`src/include/ebst_pkg.sv`:
```
// What this block does
// - device enters reset after reset pin is low three machine cycles
// - serial transmit may keep shifting up to four machine cycles after reset applied
// - address latch strobe drives external latch capture of low address byte
// - address latch strobe pulses at one sixth of oscillator rate
// - each external data access cycle omits exactly one address latch pulse
// - address latch strobe stays high throughout reset
// - program fetch strobe is active low, used for external code execution
// - external code execution asserts program fetch strobe twice per machine cycle
// - each external data access skips two program fetch strobe assertions
// - program fetch strobe stays high throughout reset
// - port 3 carries serial, interrupt, timer inputs and data write/read strobes
// - port 4 is 8-bit quasi-bidirectional; latch 1 releases pin for input
// - bus select high moves fetch strobe onto alternate program store strobe
package ebst_pkg;

	// ************************************************************
	// widths and timing
	// ************************************************************
	localparam int PORT_W = 8;
	localparam int PH_W = 4;
	localparam int CNT_W = 6;
	localparam int OSC_PER_MC = 12;
	localparam int RESET_MC = 3;
	localparam int TAIL_MC = 4;
	localparam logic [PH_W-1:0] PH_LAST = PH_W'(OSC_PER_MC - 1);
	localparam logic [CNT_W-1:0] RESET_CLKS = CNT_W'(RESET_MC * OSC_PER_MC);
	localparam logic [CNT_W-1:0] TAIL_CLKS = CNT_W'(TAIL_MC * OSC_PER_MC);

	// ************************************************************
	// strobe slots, phase of first cycle and length
	// ************************************************************
	localparam logic [PH_W-1:0] ALE_A_FIRST = 4'h1;
	localparam logic [PH_W-1:0] ALE_B_FIRST = 4'h7;
	localparam logic [PH_W-1:0] ALE_LEN = 4'h2;
	localparam logic [PH_W-1:0] FETCH_A_FIRST = 4'h3;
	localparam logic [PH_W-1:0] FETCH_B_FIRST = 4'h9;
	localparam logic [PH_W-1:0] FETCH_LEN = 4'h3;
	localparam logic [PH_W-1:0] DSTB_FIRST = 4'h3;
	localparam logic [PH_W-1:0] DSTB_LEN = 4'h8;

	// ************************************************************
	// port layout and reset values
	// ************************************************************
	localparam logic [PORT_W-1:0] PORT_RST = 8'hff;
	localparam int P3_SERIAL_RX = 0;
	localparam int P3_SERIAL_TX = 1;
	localparam int P3_EXT_INT_ZERO = 2;
	localparam int P3_EXT_INT_ONE = 3;
	localparam int P3_TIMER_ZERO = 4;
	localparam int P3_TIMER_ONE = 5;
	localparam int P3_WRITE_STB = 6;
	localparam int P3_READ_STB = 7;

	// ************************************************************
	// pin filter vector layout
	// ************************************************************
	localparam int SY_P3_LSB = 0;
	localparam int SY_P4_LSB = 8;
	localparam int SY_RST = 16;
	localparam int SY_BUS_SEL = 17;
	localparam int SYNC_W = 18;
	localparam logic [SYNC_W-1:0] SYNC_RST = 18'h3_ffff;

	// ************************************************************
	// machine cycle kinds
	// ************************************************************
	typedef enum logic [1:0]
	{
		MC_RESET = 2'h0,
		MC_CODE = 2'h1,
		MC_DATA = 2'h3
	} ebst_mc_t;

endpackage

```
`src/include/ebst_sync_if.sv`:
```
`timescale 1ns/1ps
// ************************************************************
// raw pin levels in, filtered levels out
// ************************************************************
interface ebst_sync_if #(parameter int W = 18);
	logic [W-1:0] raw;
	logic [W-1:0] clean;
	modport filt (input raw, output clean);
	modport user (output raw, input clean);
endinterface

```
`src/logic/ebst_pin_filter.sv`:
```
`timescale 1ns/1ps
module ebst_pin_filter #(
	parameter int W = 18,
	parameter logic [W-1:0] RESET_VAL = '1
) (
	// clock and reset
	input wire logic clk_in,
	input wire logic sys_rst_in,
	// pins
	ebst_sync_if.filt pins
);
	import ebst_pkg::*;

	logic [W-1:0] s1_q;
	logic [W-1:0] s2_q;
	logic [W-1:0] s3_q;
	logic [W-1:0] clean_q;

	// ************************************************************
	// three stages; first stage feeds only the second
	// ************************************************************
	always_ff @(posedge clk_in)
	begin
		if (sys_rst_in)
		begin
			s1_q <= RESET_VAL;
			s2_q <= RESET_VAL;
			s3_q <= RESET_VAL;
		end
		else
		begin
			s1_q <= pins.raw;
			s2_q <= s1_q;
			s3_q <= s2_q;
		end
	end

	// a bit moves only once stages two and three agree
	always_ff @(posedge clk_in)
	begin
		if (sys_rst_in)
			clean_q <= RESET_VAL;
		else
			clean_q <= (s2_q & s3_q) | (clean_q & (s2_q ^ s3_q));
	end

	assign pins.clean = clean_q;

endmodule

```
`src/logic/ebst_top.sv`:
```
`timescale 1ns/1ps
module ebst_top (
	// clock and reset
	input wire logic clk_in,
	input wire logic sys_rst_in,
	// reset and fetch bus select pins
	input wire logic reset_pin_n_in,
	input wire logic fetch_bus_select_in,
	// core requests, same clock
	input wire logic core_ext_code_in,
	input wire logic core_data_req_in,
	input wire logic core_data_write_in,
	input wire logic core_p3_wr_in,
	input wire logic [ebst_pkg::PORT_W-1:0] core_p3_data_in,
	input wire logic core_p4_wr_in,
	input wire logic [ebst_pkg::PORT_W-1:0] core_p4_data_in,
	input wire logic verify_mode_in,
	input wire logic serial_tx_data_in,
	// core status
	output logic core_mc_end_out,
	output logic device_reset_out,
	output logic serial_tx_allowed_out,
	output logic data_cycle_out,
	// bus strobes
	output logic address_latch_strobe_out,
	output logic program_fetch_strobe_n_out,
	output logic alternate_program_store_strobe_n_out,
	output logic fetch_on_alt_ports_out,
	// port 3 pins
	input wire logic [ebst_pkg::PORT_W-1:0] port3_pin_in,
	output logic [ebst_pkg::PORT_W-1:0] port3_pin_out,
	output logic [ebst_pkg::PORT_W-1:0] port3_pin_oe_n_out,
	// port 3 alternate inputs
	output logic serial_rx_data_out,
	output logic external_interrupt_zero_out,
	output logic external_interrupt_one_out,
	output logic timer_zero_input_out,
	output logic timer_one_input_out,
	// port 4 pins
	input wire logic [ebst_pkg::PORT_W-1:0] port4_pin_in,
	output logic [ebst_pkg::PORT_W-1:0] port4_pin_out,
	output logic [ebst_pkg::PORT_W-1:0] port4_pin_oe_n_out,
	output logic [ebst_pkg::PORT_W-1:0] port4_read_out,
	output logic [ebst_pkg::PORT_W-1:0] verify_addr_low_out
);
	import ebst_pkg::*;

	// ************************************************************
	// declarations
	// ************************************************************
	ebst_sync_if #(.W(SYNC_W)) sync_bus ();

	logic pin_low;
	logic bus_sel_clean;
	logic [PORT_W-1:0] p3_clean;
	logic [PORT_W-1:0] p4_clean;
	logic [CNT_W-1:0] rst_cnt_q;
	logic [CNT_W-1:0] tail_cnt_q;
	logic device_reset_q;
	logic tx_allowed;
	logic serial_txd_q;
	logic [PH_W-1:0] phase_q;
	ebst_mc_t mc_q;
	logic mc_start;
	logic ext_q;
	logic write_q;
	logic bus_sel_q;
	logic ale_d;
	logic fetch_n_d;
	logic rd_n_d;
	logic wr_n_d;
	logic ale_q;
	logic fetch_n_q;
	logic alt_fetch_n_q;
	logic alt_ports_q;
	logic [PORT_W-1:0] p3_latch_q;
	logic [PORT_W-1:0] p4_latch_q;
	logic [PORT_W-1:0] p3_val_d;
	logic [PORT_W-1:0] p3_val_q;
	logic [PORT_W-1:0] p4_val_q;
	logic [PORT_W-1:0] verify_addr_q;

	// ************************************************************
	// helpers
	// ************************************************************
	function automatic logic in_slot(input logic [PH_W-1:0] ph, input logic [PH_W-1:0] first,
		input logic [PH_W-1:0] len);
		in_slot = (ph >= first) && (ph < first + len);
	endfunction

	// ************************************************************
	// pin filtering
	// ************************************************************
	assign sync_bus.raw = {fetch_bus_select_in, reset_pin_n_in, port4_pin_in, port3_pin_in};

	ebst_pin_filter #(
		.W(SYNC_W),
		.RESET_VAL(SYNC_RST)
	) u_filter (
		.clk_in(clk_in),
		.sys_rst_in(sys_rst_in),
		.pins(sync_bus)
	);

	assign pin_low = ~sync_bus.clean[SY_RST];
	assign bus_sel_clean = sync_bus.clean[SY_BUS_SEL];
	assign p3_clean = sync_bus.clean[SY_P3_LSB +: PORT_W];
	assign p4_clean = sync_bus.clean[SY_P4_LSB +: PORT_W];

	// ************************************************************
	// reset pin recognition
	// ************************************************************
	// counts oscillator periods so a glitch shorter than three machine cycles never resets
	always_ff @(posedge clk_in)
	begin
		if (sys_rst_in)
		begin
			rst_cnt_q <= '0;
			device_reset_q <= 1'b1;
		end
		else if (pin_low)
		begin
			if (rst_cnt_q == RESET_CLKS - 6'h1)
				device_reset_q <= 1'b1;
			else
				rst_cnt_q <= rst_cnt_q + 6'h1;
		end
		else
		begin
			rst_cnt_q <= '0;
			device_reset_q <= 1'b0;
		end
	end

	// ************************************************************
	// serial transmit tail
	// ************************************************************
	// starts at the first low sample, not at recognition, so the tail is bounded
	always_ff @(posedge clk_in)
	begin
		if (sys_rst_in || !pin_low)
			tail_cnt_q <= '0;
		else if (tail_cnt_q != TAIL_CLKS)
			tail_cnt_q <= tail_cnt_q + 6'h1;
	end

	assign tx_allowed = (tail_cnt_q != TAIL_CLKS);

	always_ff @(posedge clk_in)
	begin
		if (sys_rst_in)
			serial_txd_q <= 1'b1;
		else if (tx_allowed)
			serial_txd_q <= serial_tx_data_in;
		else
			serial_txd_q <= 1'b1;
	end

	// ************************************************************
	// machine cycle sequencing
	// ************************************************************
	always_ff @(posedge clk_in)
	begin
		if (sys_rst_in || device_reset_q)
			phase_q <= '0;
		else if (phase_q == PH_LAST)
			phase_q <= '0;
		else
			phase_q <= phase_q + 4'h1;
	end

	assign mc_start = !device_reset_q && ((phase_q == PH_LAST) || (mc_q == MC_RESET));

	// kind of cycle, code source and fetch path are frozen for a whole machine cycle
	always_ff @(posedge clk_in)
	begin
		if (sys_rst_in || device_reset_q)
		begin
			mc_q <= MC_RESET;
			ext_q <= 1'b0;
			write_q <= 1'b0;
			bus_sel_q <= 1'b0;
		end
		else if (mc_start)
		begin
			mc_q <= core_data_req_in ? MC_DATA : MC_CODE;
			ext_q <= core_ext_code_in;
			write_q <= core_data_write_in;
			bus_sel_q <= bus_sel_clean;
		end
	end

	// ************************************************************
	// strobe decode
	// ************************************************************
	always_comb
	begin
		ale_d = 1'b0;
		fetch_n_d = 1'b1;
		rd_n_d = 1'b1;
		wr_n_d = 1'b1;
		// recognition overrides at once; the cycle state itself clears one clock later
		case (device_reset_q ? MC_RESET : mc_q)
			MC_RESET:
			begin
				ale_d = 1'b1;
				fetch_n_d = 1'b1;
			end
			MC_CODE:
			begin
				ale_d = in_slot(phase_q, ALE_A_FIRST, ALE_LEN) ||
					in_slot(phase_q, ALE_B_FIRST, ALE_LEN);
				fetch_n_d = !(ext_q && (in_slot(phase_q, FETCH_A_FIRST, FETCH_LEN) ||
					in_slot(phase_q, FETCH_B_FIRST, FETCH_LEN)));
			end
			MC_DATA:
			begin
				// second slot dropped; the first latches the data address
				ale_d = in_slot(phase_q, ALE_A_FIRST, ALE_LEN);
				fetch_n_d = 1'b1;
				rd_n_d = !(!write_q && in_slot(phase_q, DSTB_FIRST, DSTB_LEN));
				wr_n_d = !(write_q && in_slot(phase_q, DSTB_FIRST, DSTB_LEN));
			end
			default:
			begin
				ale_d = 1'b1;
				fetch_n_d = 1'b1;
			end
		endcase
	end

	// ************************************************************
	// strobe outputs
	// ************************************************************
	always_ff @(posedge clk_in)
	begin
		if (sys_rst_in)
		begin
			ale_q <= 1'b1;
			fetch_n_q <= 1'b1;
			alt_fetch_n_q <= 1'b1;
			alt_ports_q <= 1'b0;
		end
		else
		begin
			ale_q <= ale_d;
			fetch_n_q <= bus_sel_q ? 1'b1 : fetch_n_d;
			alt_fetch_n_q <= bus_sel_q ? fetch_n_d : 1'b1;
			alt_ports_q <= bus_sel_q;
		end
	end

	// ************************************************************
	// port latches
	// ************************************************************
	always_ff @(posedge clk_in)
	begin
		if (sys_rst_in || device_reset_q)
			p3_latch_q <= PORT_RST;
		else if (core_p3_wr_in)
			p3_latch_q <= core_p3_data_in;
	end

	always_ff @(posedge clk_in)
	begin
		if (sys_rst_in || device_reset_q)
			p4_latch_q <= PORT_RST;
		else if (core_p4_wr_in)
			p4_latch_q <= core_p4_data_in;
	end

	// ************************************************************
	// port 3 alternate outputs
	// ************************************************************
	// a latch bit at 0 still overrides its alternate output, as on any quasi port
	always_comb
	begin
		p3_val_d = p3_latch_q;
		p3_val_d[P3_SERIAL_TX] = p3_latch_q[P3_SERIAL_TX] & serial_txd_q;
		p3_val_d[P3_WRITE_STB] = p3_latch_q[P3_WRITE_STB] & wr_n_d;
		p3_val_d[P3_READ_STB] = p3_latch_q[P3_READ_STB] & rd_n_d;
	end

	always_ff @(posedge clk_in)
	begin
		if (sys_rst_in)
			p3_val_q <= PORT_RST;
		else
			p3_val_q <= p3_val_d;
	end

	// ************************************************************
	// port 4 and program verify
	// ************************************************************
	// in verify the pins are released so the programmer can drive them
	always_ff @(posedge clk_in)
	begin
		if (sys_rst_in)
			p4_val_q <= PORT_RST;
		else if (verify_mode_in)
			p4_val_q <= PORT_RST;
		else
			p4_val_q <= p4_latch_q;
	end

	always_ff @(posedge clk_in)
	begin
		if (sys_rst_in)
			verify_addr_q <= '0;
		else if (verify_mode_in)
			verify_addr_q <= p4_clean;
	end

	// ************************************************************
	// outputs
	// ************************************************************
	assign core_mc_end_out = mc_start;
	assign device_reset_out = device_reset_q;
	assign serial_tx_allowed_out = tx_allowed;
	assign data_cycle_out = (mc_q == MC_DATA);
	assign address_latch_strobe_out = ale_q;
	assign program_fetch_strobe_n_out = fetch_n_q;
	assign alternate_program_store_strobe_n_out = alt_fetch_n_q;
	assign fetch_on_alt_ports_out = alt_ports_q;
	// drive low only; a 1 releases the pin to the weak pullup
	assign port3_pin_out = p3_val_q;
	assign port3_pin_oe_n_out = p3_val_q;
	assign port4_pin_out = p4_val_q;
	assign port4_pin_oe_n_out = p4_val_q;
	assign serial_rx_data_out = p3_clean[P3_SERIAL_RX];
	assign external_interrupt_zero_out = p3_clean[P3_EXT_INT_ZERO];
	assign external_interrupt_one_out = p3_clean[P3_EXT_INT_ONE];
	assign timer_zero_input_out = p3_clean[P3_TIMER_ZERO];
	assign timer_one_input_out = p3_clean[P3_TIMER_ONE];
	assign port4_read_out = p4_clean;
	assign verify_addr_low_out = verify_addr_q;

endmodule

```
`config.mk`:
```
export PLATFORM = sky130hd
export DESIGN_NAME = ebst_top
export DESIGN_NICKNAME = d
export VERILOG_FILES = /design/src/include/ebst_pkg.sv /design/src/include/ebst_sync_if.sv /design/src/logic/ebst_pin_filter.sv /design/src/logic/ebst_top.sv
export SDC_FILE = /design/constraint.sdc
export NUM_CORES = 1
export LEC_CHECK = 0
export ABC_AREA = 1
export CAP_MARGIN = 25
export CORE_ASPECT_RATIO = 1.75
export CORE_MARGIN = 2
export CORE_UTILIZATION = 30
export CTS_CLUSTER_SIZE = 25
export DETAILED_ROUTE_END_ITERATION = 10
export DONT_BUFFER_PORTS = 1
export SYNTH_ARGS = -nofsm -noshare
export SYNTH_HDL_FRONTEND = slang
export SYNTH_SLANG_ARGS = --single-unit
```
`constraint.sdc`:
```
create_clock -name clk_in -period 1 [get_ports clk_in]
set_input_delay 0.2 -clock clk_in [delete_from_list [all_inputs] [get_ports clk_in]]
set_output_delay 0.2 -clock clk_in [all_outputs]
set_load 0.1 [all_outputs]
```
After elaboration in Yosys (flattened, before gate mapping)
Cells that the tools add are included.

Output and inout bits: 61. Register bits: 139. Bits of input ports: 43.

Equality and inequality tests: 6. Add/sub/neg operators: 3. Bitwise logic cells: 9. Order comparisons: 9. Reductions and logical operators: 27. Multiplexer cells: 8.

Operators with widths (count): AND 18 bit (2); OR 18 bit (1); XOR 18 bit (1); adder 6 x 1 -> 6 bit (second input constant) (2); less-than comparator 4 bit (second input constant) (3); OR reduction 2 bit (6); logical AND 1 bit (9); equality test 6 bit (second input constant) (1); inequality test 6 bit (second input constant) (1); zero test 1 bit (5); logical OR 1 bit (5); 2-to-1 mux 1 bit (5); adder 4 x 1 -> 4 bit (second input constant) (1); equality test 2 bit (second input constant) (2); equality test 4 bit (second input constant) (1); greater-or-equal comparator 4 x 1 -> 1 bit (second input constant) (1); greater-or-equal comparator 4 x 2 -> 1 bit (second input constant) (1); greater-or-equal comparator 4 x 3 -> 1 bit (second input constant) (1); greater-or-equal comparator 4 bit (second input constant) (1); less-than comparator 4 x 2 -> 1 bit (second input constant) (1); less-than comparator 4 x 3 -> 1 bit (second input constant) (1); 2-to-1 mux 2 bit (2); AND 1 bit (3); equality test 2 x 1 -> 1 bit (second input constant) (1); other kinds (4) (5).

Logic depth before layout (Yosys ltp)
Gate-level depths: netlist of the first run.

Word-level depth: 6. Depth in mapped cells: 7. Gate-level depth less buffers: 7.

By module
From an unflattened synthesis of the first run, not the netlist that was laid out.

Cell total of the unflattened synthesis: 538. Area, all modules: 4885.9 um^2.

By module, submodules not included: ebst_top (times used 1, area each 2620.0 um^2, cells each 332, seq. area each 1341.3 um^2); ebst_pin_filter (times used 1, area each 2265.9 um^2, cells each 206, seq. area each 1441.4 um^2).

Worst setup path before layout of the first run
No wires, ideal clock.

Path type: register to output. Start: register device_reset_q (netlist: device_reset_out). End: output core_mc_end_out. Cell stages (with the launch flop): 4. Required time: 0.800 ns. Path buffers: 0. Setup slack: -0.863 ns. Arrival: 1.663 ns. Cells stage by stage: dfxtp_1 -> inv_1 -> nand2_2 -> inv_1.

Cells in the longest elaborated chain, start to end: 2.

Ends and longest elaborated chain: start: declaration (RTL line ebst_top.sv:59) `logic device_reset_q;`; start signal: assignment (RTL line ebst_top.sv:119) `device_reset_q <= 1'b1;`; start signal: assignment (RTL line ebst_top.sv:124) `device_reset_q <= 1'b1;`; start signal: assignment (RTL line ebst_top.sv:131) `device_reset_q <= 1'b0;`; zero test 1 bit (RTL line ebst_top.sv:172) `assign mc_start = !device_reset_q && ((phase_q == PH_LAST) || (mc_q == MC_RESET));`; logical AND 1 bit (RTL line ebst_top.sv:172); end: declaration (RTL line ebst_top.sv:20) `output logic core_mc_end_out,`.

Every way passes these cells.

Worst setup path in the final report of the first run
Start: register phase_q[0]. End: output core_mc_end_out.

Cells in the longest elaborated chain, start to end: 3.

Ends and longest elaborated chain: start: declaration (RTL line ebst_top.sv:62) `logic [PH_W-1:0] phase_q;`; start signal: assignment (RTL line ebst_top.sv:169) `phase_q <= phase_q + 4'h1;`; equality test 4 bit (RTL line ebst_top.sv:172); logical OR 1 bit (RTL line ebst_top.sv:172); logical AND 1 bit (RTL line ebst_top.sv:172).

Every way passes these cells.

==> results of run 1 <==
-- layer usage --
metal	vias to the layer above	routed length (µm)	part of all wire [%]
met5	-	0	0
met4	0	174	1.7
met3	11	337	3.3
met2	84	5820	57
met1	1678	3940	38
li1	1779	-	-
-- kinds of logic (layout without fill, tap and decap cells) --
group,count (synthesis),after routing
compound gates,47,47
simple gates,219,219
buf+inv,79,207
flops,127,127
xor+xnor,4,4
fa+ha+maj,21,21
-- power groups by stage --
stage | registers, µW | clock network (µW) | logic [µW]
floorplan | 5910 | 0 | 788
global placement | 5510 | 0 | 1650
detailed placement | 5520 | 0 | 1670
CTS | 5410 | 6920 | 1930
global route | 5430 | 7140 | 2090
finish | 5400 | 6780 | 1970
-- placed cells by master, fill, tap and decap left out, types with 3 or more instances in the layout --
| cell type | Yosys | layout |
|---|---|---|
| nor2_4 | 0 | 7 |
| or2_2 | 10 | 9 |
| buf_4 | 24 | 30 |
| nand3_2 | 2 | 5 |
| a21oi_2 | 0 | 4 |
| o21ai_0 | 14 | 8 |
| buf_12 | 0 | 56 |
| dlygate4sd3_1 | 0 | 38 |
| bufinv_16 | 0 | 3 |
| dfxtp_1 | 127 | 73 |
| ha_4 | 0 | 5 |
| inv_4 | 0 | 6 |
| a21oi_1 | 21 | 17 |
| nor3_2 | 2 | 3 |
| buf_6 | 1 | 9 |
| nand2_2 | 1 | 4 |
| dfxtp_2 | 0 | 27 |
| inv_1 | 39 | 26 |
| inv_6 | 0 | 5 |
| nand2_1 | 82 | 73 |
| o211ai_1 | 10 | 10 |
| nand3_4 | 0 | 3 |
| clkbuf_16 | 0 | 20 |
| inv_2 | 2 | 7 |
| dfxtp_4 | 0 | 27 |
| nand3_1 | 20 | 14 |
| o21ai_1 | 0 | 3 |
| o21ai_2 | 0 | 3 |
| nor2_1 | 53 | 44 |
| nor2_2 | 3 | 5 |
| nand2_4 | 0 | 6 |
| ha_1 | 21 | 15 |
| or2_1 | 41 | 41 |
-- registers in the layout, indices dropped and copies added (netlist names), 6 cells and up --
name,count
u_filter.s1_q,15
rst_cnt_q,6
port3_pin_oe_n_out,8
u_filter.s2_q,15
u_filter.pins.clean,15
tail_cnt_q,6
u_filter.s3_q,15
verify_addr_low_out,8
p3_latch_q,8
port4_pin_oe_n_out,8
p4_latch_q,8
-- layout make-up --
| cell class | instances | share of cell area (%) |
|---|---|---|
| Sequential cell | 127 | 35.9 |
| Multi-Input combinational cell | 291 | 25.0 |
| Timing Repair Buffer | 134 | 24.7 |
| Clock buffer | 21 | 6.77 |
| Tap cell | 183 | 3.07 |
| Inverter | 41 | 2.40 |
| Clock inverter | 11 | 2.15 |
-- worst max-delay path by stage --
stage          startpoint         endpoint  slack (ns)  cells after the start
5_1_grt        phase_q[0]  core_mc_end_out       -0.63                      6
3_3_place_gp   phase_q[0]  core_mc_end_out       -0.19                      6
6_report       phase_q[0]  core_mc_end_out       -0.58                      6
3_5_place_dp   phase_q[1]  core_mc_end_out       -0.21                      6
4_1_cts        phase_q[0]  core_mc_end_out       -0.60                      6
2_1_floorplan  phase_q[0]  core_mc_end_out       -0.36                      5
-- timing repair --
| action | 4_1_cts | 5_1_grt |
|---|---|---|
| pin swaps | 20 | 26 |
| resized for setup | 54 | 47 |
| endpoints found under the setup margin | 76 | 102 |
| endpoints found under the hold margin | 100 | 68 |
| setup buffers | 20 | 9 |
-- per-stage QoR --
step                cell area, µm²  utilization, %  worst slack (ns)  cells  total power, µW
floorplan                     4800               -            -0.360    497             6700
global placement              5940            40.1            -0.187    714             7160
detailed placement            5940            40.1            -0.215    714             7200
CTS                           7300            49.2            -0.595    805            14300
global route                  7450            50.2            -0.630    808            14700
finish                        7450            50.2            -0.578    808            14200
-- worst max-delay path: stages (launching register included) --
cell        delay [ns]
dfxtp_4           0.35
ha_4              0.17
nand3_4           0.07
nand2_4           0.06
nand2_4           0.07
clkinvlp_4        0.09
buf_12            0.17
==> results.yml, run 1 <==
synth:
  synth.area.mux_share_pct: 0
  async_reset_ff_share_pct: 0
  yosys_register_bits: 127
  synthTopCellsByArea: "dfxtp_1 (56%), nand2_1 (6.8%), ha_1 (5.8%)"
  ys_seq_area_share_pct: 55.9
  syn_area_per_cell_um2: 9.15
  synthTopCellsByCount: "dfxtp_1 (127), nand2_1 (82), nor2_1 (53)"
  synth_most_common_cell: "dfxtp_1"
  synthXorXnorAreaFrac_pct: 0.770
  ys.flop_type: "dfxtp_1"
  synthAdderAreaFrac_pct: 5.78
  ys_types: 27
  synth_compound_area_share_pct: 5.83
  synthesis.instances: 497
  syn-cell-area_um2: 4550
  ys_warn_count: 0
  syn_nets: 561
  synth_edf_count: 0
  yosysTopAreaCell: "dfxtp_1"
  yosys.area.top_type_share_pct: 55.9
  synth_top_family_by_area: "simple AND/OR/NAND/NOR gates"
  synthSimpleGateAreaFrac_pct: 22.8
drt:
  ant_nets: 0
  via_per_inst: 4.40
  routed_wl_um: 10300
  drcViolationCount: 0
  num_vias: 3552
  first_pass_iters: 4
  drt_iter0_markers: 139
  wl_per_cell_um: 12.7
setup_path:
  reg2reg_slack_ns: -0.23
  reg2reg_depth: 9
  critPathMaxFanout: 2
  startpoint_type: "flip-flop"
  cp-end-kind: "primary output"
  rr_endpoint: "address_latch_strobe_out"
  r2r_start: "phase_q[0]"
  required_ns: 0.80
  worstPathArrival_ns: 1.38
  crit_type: "flip-flop to primary output"
sta:
  slew_headroom_pct: 65.0
  holdWs_ns: -0.106
  period_minus_slack_ns: 1.58
  setup_slack_ns: -0.578
  setup_viol: 81
  finalMaxSlewViolations: 0
  max_freq_mhz: 634
  finalSetupTns_ns: -12.09
  fin_skew_ns: 0.00985
  fin_crit_sh_pct: 158
  rsz0062_at_grt: "true"
  tightest_slew_ns: 0.524
  hold_violations: 67
clock_tree:
  hold_buffers: 39
  cts_buffer_depth: 2
  cts_tree: "yes"
  cts.sinks: 127
  clock_latency_ns: 0.40
  cts_root_buffer: "clkbuf_16"
  clk_pin_slew_worst_paths_ns: 0.06
  numCtsBuffers: 17
  cts_max_level: 4
global_routing:
  met1_usage_pct: 12.9
  top_usage_layer: "met2"
  grt_pass1_vias: 3685
  use_met3_pct: 3.15
  grtUsageMet2_pct: 25.0
  antenna_found_initial: 0
  grt_pass1_wl_um: 16900
  grt_max_degree: 59
  grt_overflow_total: 0
  track_usage_pct: 12.9
job:
  max-cap-violations: 0
power_and_ir_drop:
  power_switching_share_pct: 26.1
  p_switching_uw: 3690
  power.share.clock_pct: 47.9
  p_int_uw: 10500
  seq_power_share_pct: 38.2
  pwr-share-comb_pct: 14.0
  ir_drop_mv: 1.09
  p_leak_uw: 0.00306
  power_density_nw_per_um2: 1900
final_layout:
  ff_latch_area_um2: 2680
  syn2layout_area_growth_pct: 63.8
  multiInputGateArea_um2: 1860
  finalNetCount: 676
  drive_gt1_share_pct: 40.3
  n_antenna_cell: 0
  fillerInstances: 1279
worst_hold_path:
  hold_class: "input pin to flip-flop"
  holdPathStages: 1
  worstHoldEndpoint: "fetch_on_alt_ports_out"
  hold_path_startpoint: "sys_rst_in"
floorplan:
  start_util_pct: 30.7
  io_pins: 104
  die_area_um2: 16200
  dieHeight_um: 167
  core-area_um2: 14800
  rows: 59
  die_x_um: 97.1
status:
  violations: "hold timing, setup timing"
  status: "finished, violations left"
place:
  routabilityCongestion: 0.720
  io_buffer_count: 0
  dp_hpwl_um: 6660
Power figures use the tool's default switching activity.
==> run 2: changes to the inputs <==
--- a/config.mk
+++ b/config.mk
@@ -7,12 +7,15 @@
 export LEC_CHECK = 0
 export ABC_AREA = 1
 export CAP_MARGIN = 25
+export CELL_PAD_IN_SITES_DETAIL_PLACEMENT = 0
+export CELL_PAD_IN_SITES_GLOBAL_PLACEMENT = 1
 export CORE_ASPECT_RATIO = 1.75
 export CORE_MARGIN = 2
 export CORE_UTILIZATION = 30
 export CTS_CLUSTER_SIZE = 25
 export DETAILED_ROUTE_END_ITERATION = 10
 export DONT_BUFFER_PORTS = 1
+export PLACE_DENSITY_LB_ADDON = 0.1
 export SYNTH_ARGS = -nofsm -noshare
 export SYNTH_HDL_FRONTEND = slang
 export SYNTH_SLANG_ARGS = --single-unit
==> run 2 against run 1 <==
  * The run still ends with hold timing, setup timing left
  * First-iteration DRC count fell by 45%
  * Sequential power barely moved
  * Power fell by 4.6%
  * Non-clock buffer count rose by 3
  * Largest cell class unchanged
==> results.yml, run 2 (synthesized netlist as in run 1, its figures left out) <==
setup_path:
  required_ns: 0.80
  cp-end-kind: "primary output"
  startpoint_type: "flip-flop"
  reg2reg_depth: 6
  worstPathArrival_ns: 1.36
  crit_type: "flip-flop to primary output"
  critPathMaxFanout: 2
drt:
  drcViolationCount: 0
  wl_per_cell_um: 12.0
  first_pass_iters: 4
  via_per_inst: 4.26
  num_vias: 3453
  ant_nets: 0
  routed_wl_um: 9720
  drt_iter0_markers: 77
final_layout:
  syn2layout_area_growth_pct: 62.7
  final_util_pct: 49.9
  final_common_cell: "dfxtp_1"
  final_cell_mix: "dfxtp_1 (75), nand2_1 (72), buf_12 (55)"
  drive_gt1_share_pct: 39.6
  stdcell_count: 811
  finalNetCount: 679
  n_antenna_cell: 0
floorplan:
  die_area_um2: 16200
  die_x_um: 97.1
  core-area_um2: 14800
  start_util_pct: 30.7
  rows: 59
  dieHeight_um: 167
  io_pins: 104
clock_tree:
  hold_buffers: 39
  cts.sinks: 127
  clk_pin_slew_worst_paths_ns: 0.06
  cts_tree: "yes"
  cts_root_buffer: "clkbuf_16"
  cts_max_level: 4
  numCtsBuffers: 17
  cts_buffer_depth: 2
  clock_latency_ns: 0.41
status:
  status: "finished, violations left"
  violations: "hold timing, setup timing"
global_routing:
  antenna_found_initial: 0
  grt_pass1_wl_um: 16400
  grt_max_degree: 59
  track_usage_pct: 12.7
  grt_overflow_total: 0
  grt_pass1_vias: 3507
power_and_ir_drop:
  ir_drop_mv: 1.13
  power_density_nw_per_um2: 1820
  p_leak_uw: 0.00307
  finalPower_uw: 13500
place:
  io_buffer_count: 0
  routabilityCongestion: 0.772
  place_inst: 720
  dp_hpwl_um: 6530
sta:
  fin_skew_ns: 0.00740
  finalMaxSlewViolations: 0
  finalSetupTns_ns: -12.40
  slew_headroom_pct: 63.1
  period_minus_slack_ns: 1.56
  rsz0062_at_grt: "true"
  max_freq_mhz: 641
  holdWs_ns: -0.120
  fin_crit_sh_pct: 156
  tightest_slew_ns: 0.554
  setup_viol: 77
  hold_violations: 68
  setup_slack_ns: -0.561
worst_hold_path:
  holdPathStages: 1
  hold_class: "input pin to flip-flop"
job:
  max-cap-violations: 0
==> run 2: per-stage QoR <==
stage,area (µm²),setup slack (ns)
6_report,7400,-0.561
5_1_grt,7400,-0.610
4_1_cts,7270,-0.596
3_5_place_dp,5980,-0.194
3_3_place_gp,5980,-0.188
2_1_floorplan,4800,-0.360
==> run 2: worst max-delay path, stage by stage, from the launching register on <==
cell and delay (ns):
dfxtp_4 0.35, ha_4 0.16, nand3_4 0.07, nand2_4 0.05, nand2_4 0.07, clkinvlp_4 0.09, buf_12 0.17
==> run 2: what timing repair did <==
action	4_1_cts	5_1_grt
pin swaps	17	20
setup endpoints to repair	80	105
gates resized for setup	58	36
setup buffers	17	7
hold endpoints to repair	103	68
==> run 2: cell type report <==
class / count / area [µm²]
fillers: 1351 / 7440
flip-flops and latches: 127 / 2670
multi-input cells: 291 / 1870
repair buffers: 137 / 1860
clock buffers: 19 / 464
well taps: 183 / 229
inverters: 41 / 169
clock inverters: 13 / 138
==> run 2: final timing paths <==
path	slack, ns	end	from
setup / recovery	-0.56	core_mc_end_out	phase_q[0]
hold / removal	-0.12	fetch_on_alt_ports_out	sys_rst_in
setup reg to reg	-0.19	tail_cnt_q[4]	tail_cnt_q[0]
hold reg to reg	0.40	u_filter.s2_q[4]	u_filter.s1_q[4]
==> run 2: layer usage <==
metal | vias up | wire length, µm | GRT usage, %
li1 | 1785 | - | -
met1 | 1564 | 3930 | 13.2
met2 | 89 | 5170 | 23.2
met3 | 15 | 451 | 4.32
met4 | 0 | 166 | 4.84
met5 | - | 0 | 0
==> run 2: power by group <==
part	internal, µW	total (µW)	switching, µW
sequential	5260	5400	144
combinational	778	1960	1180
clock	3720	6140	2420
total	9760	13500	3740
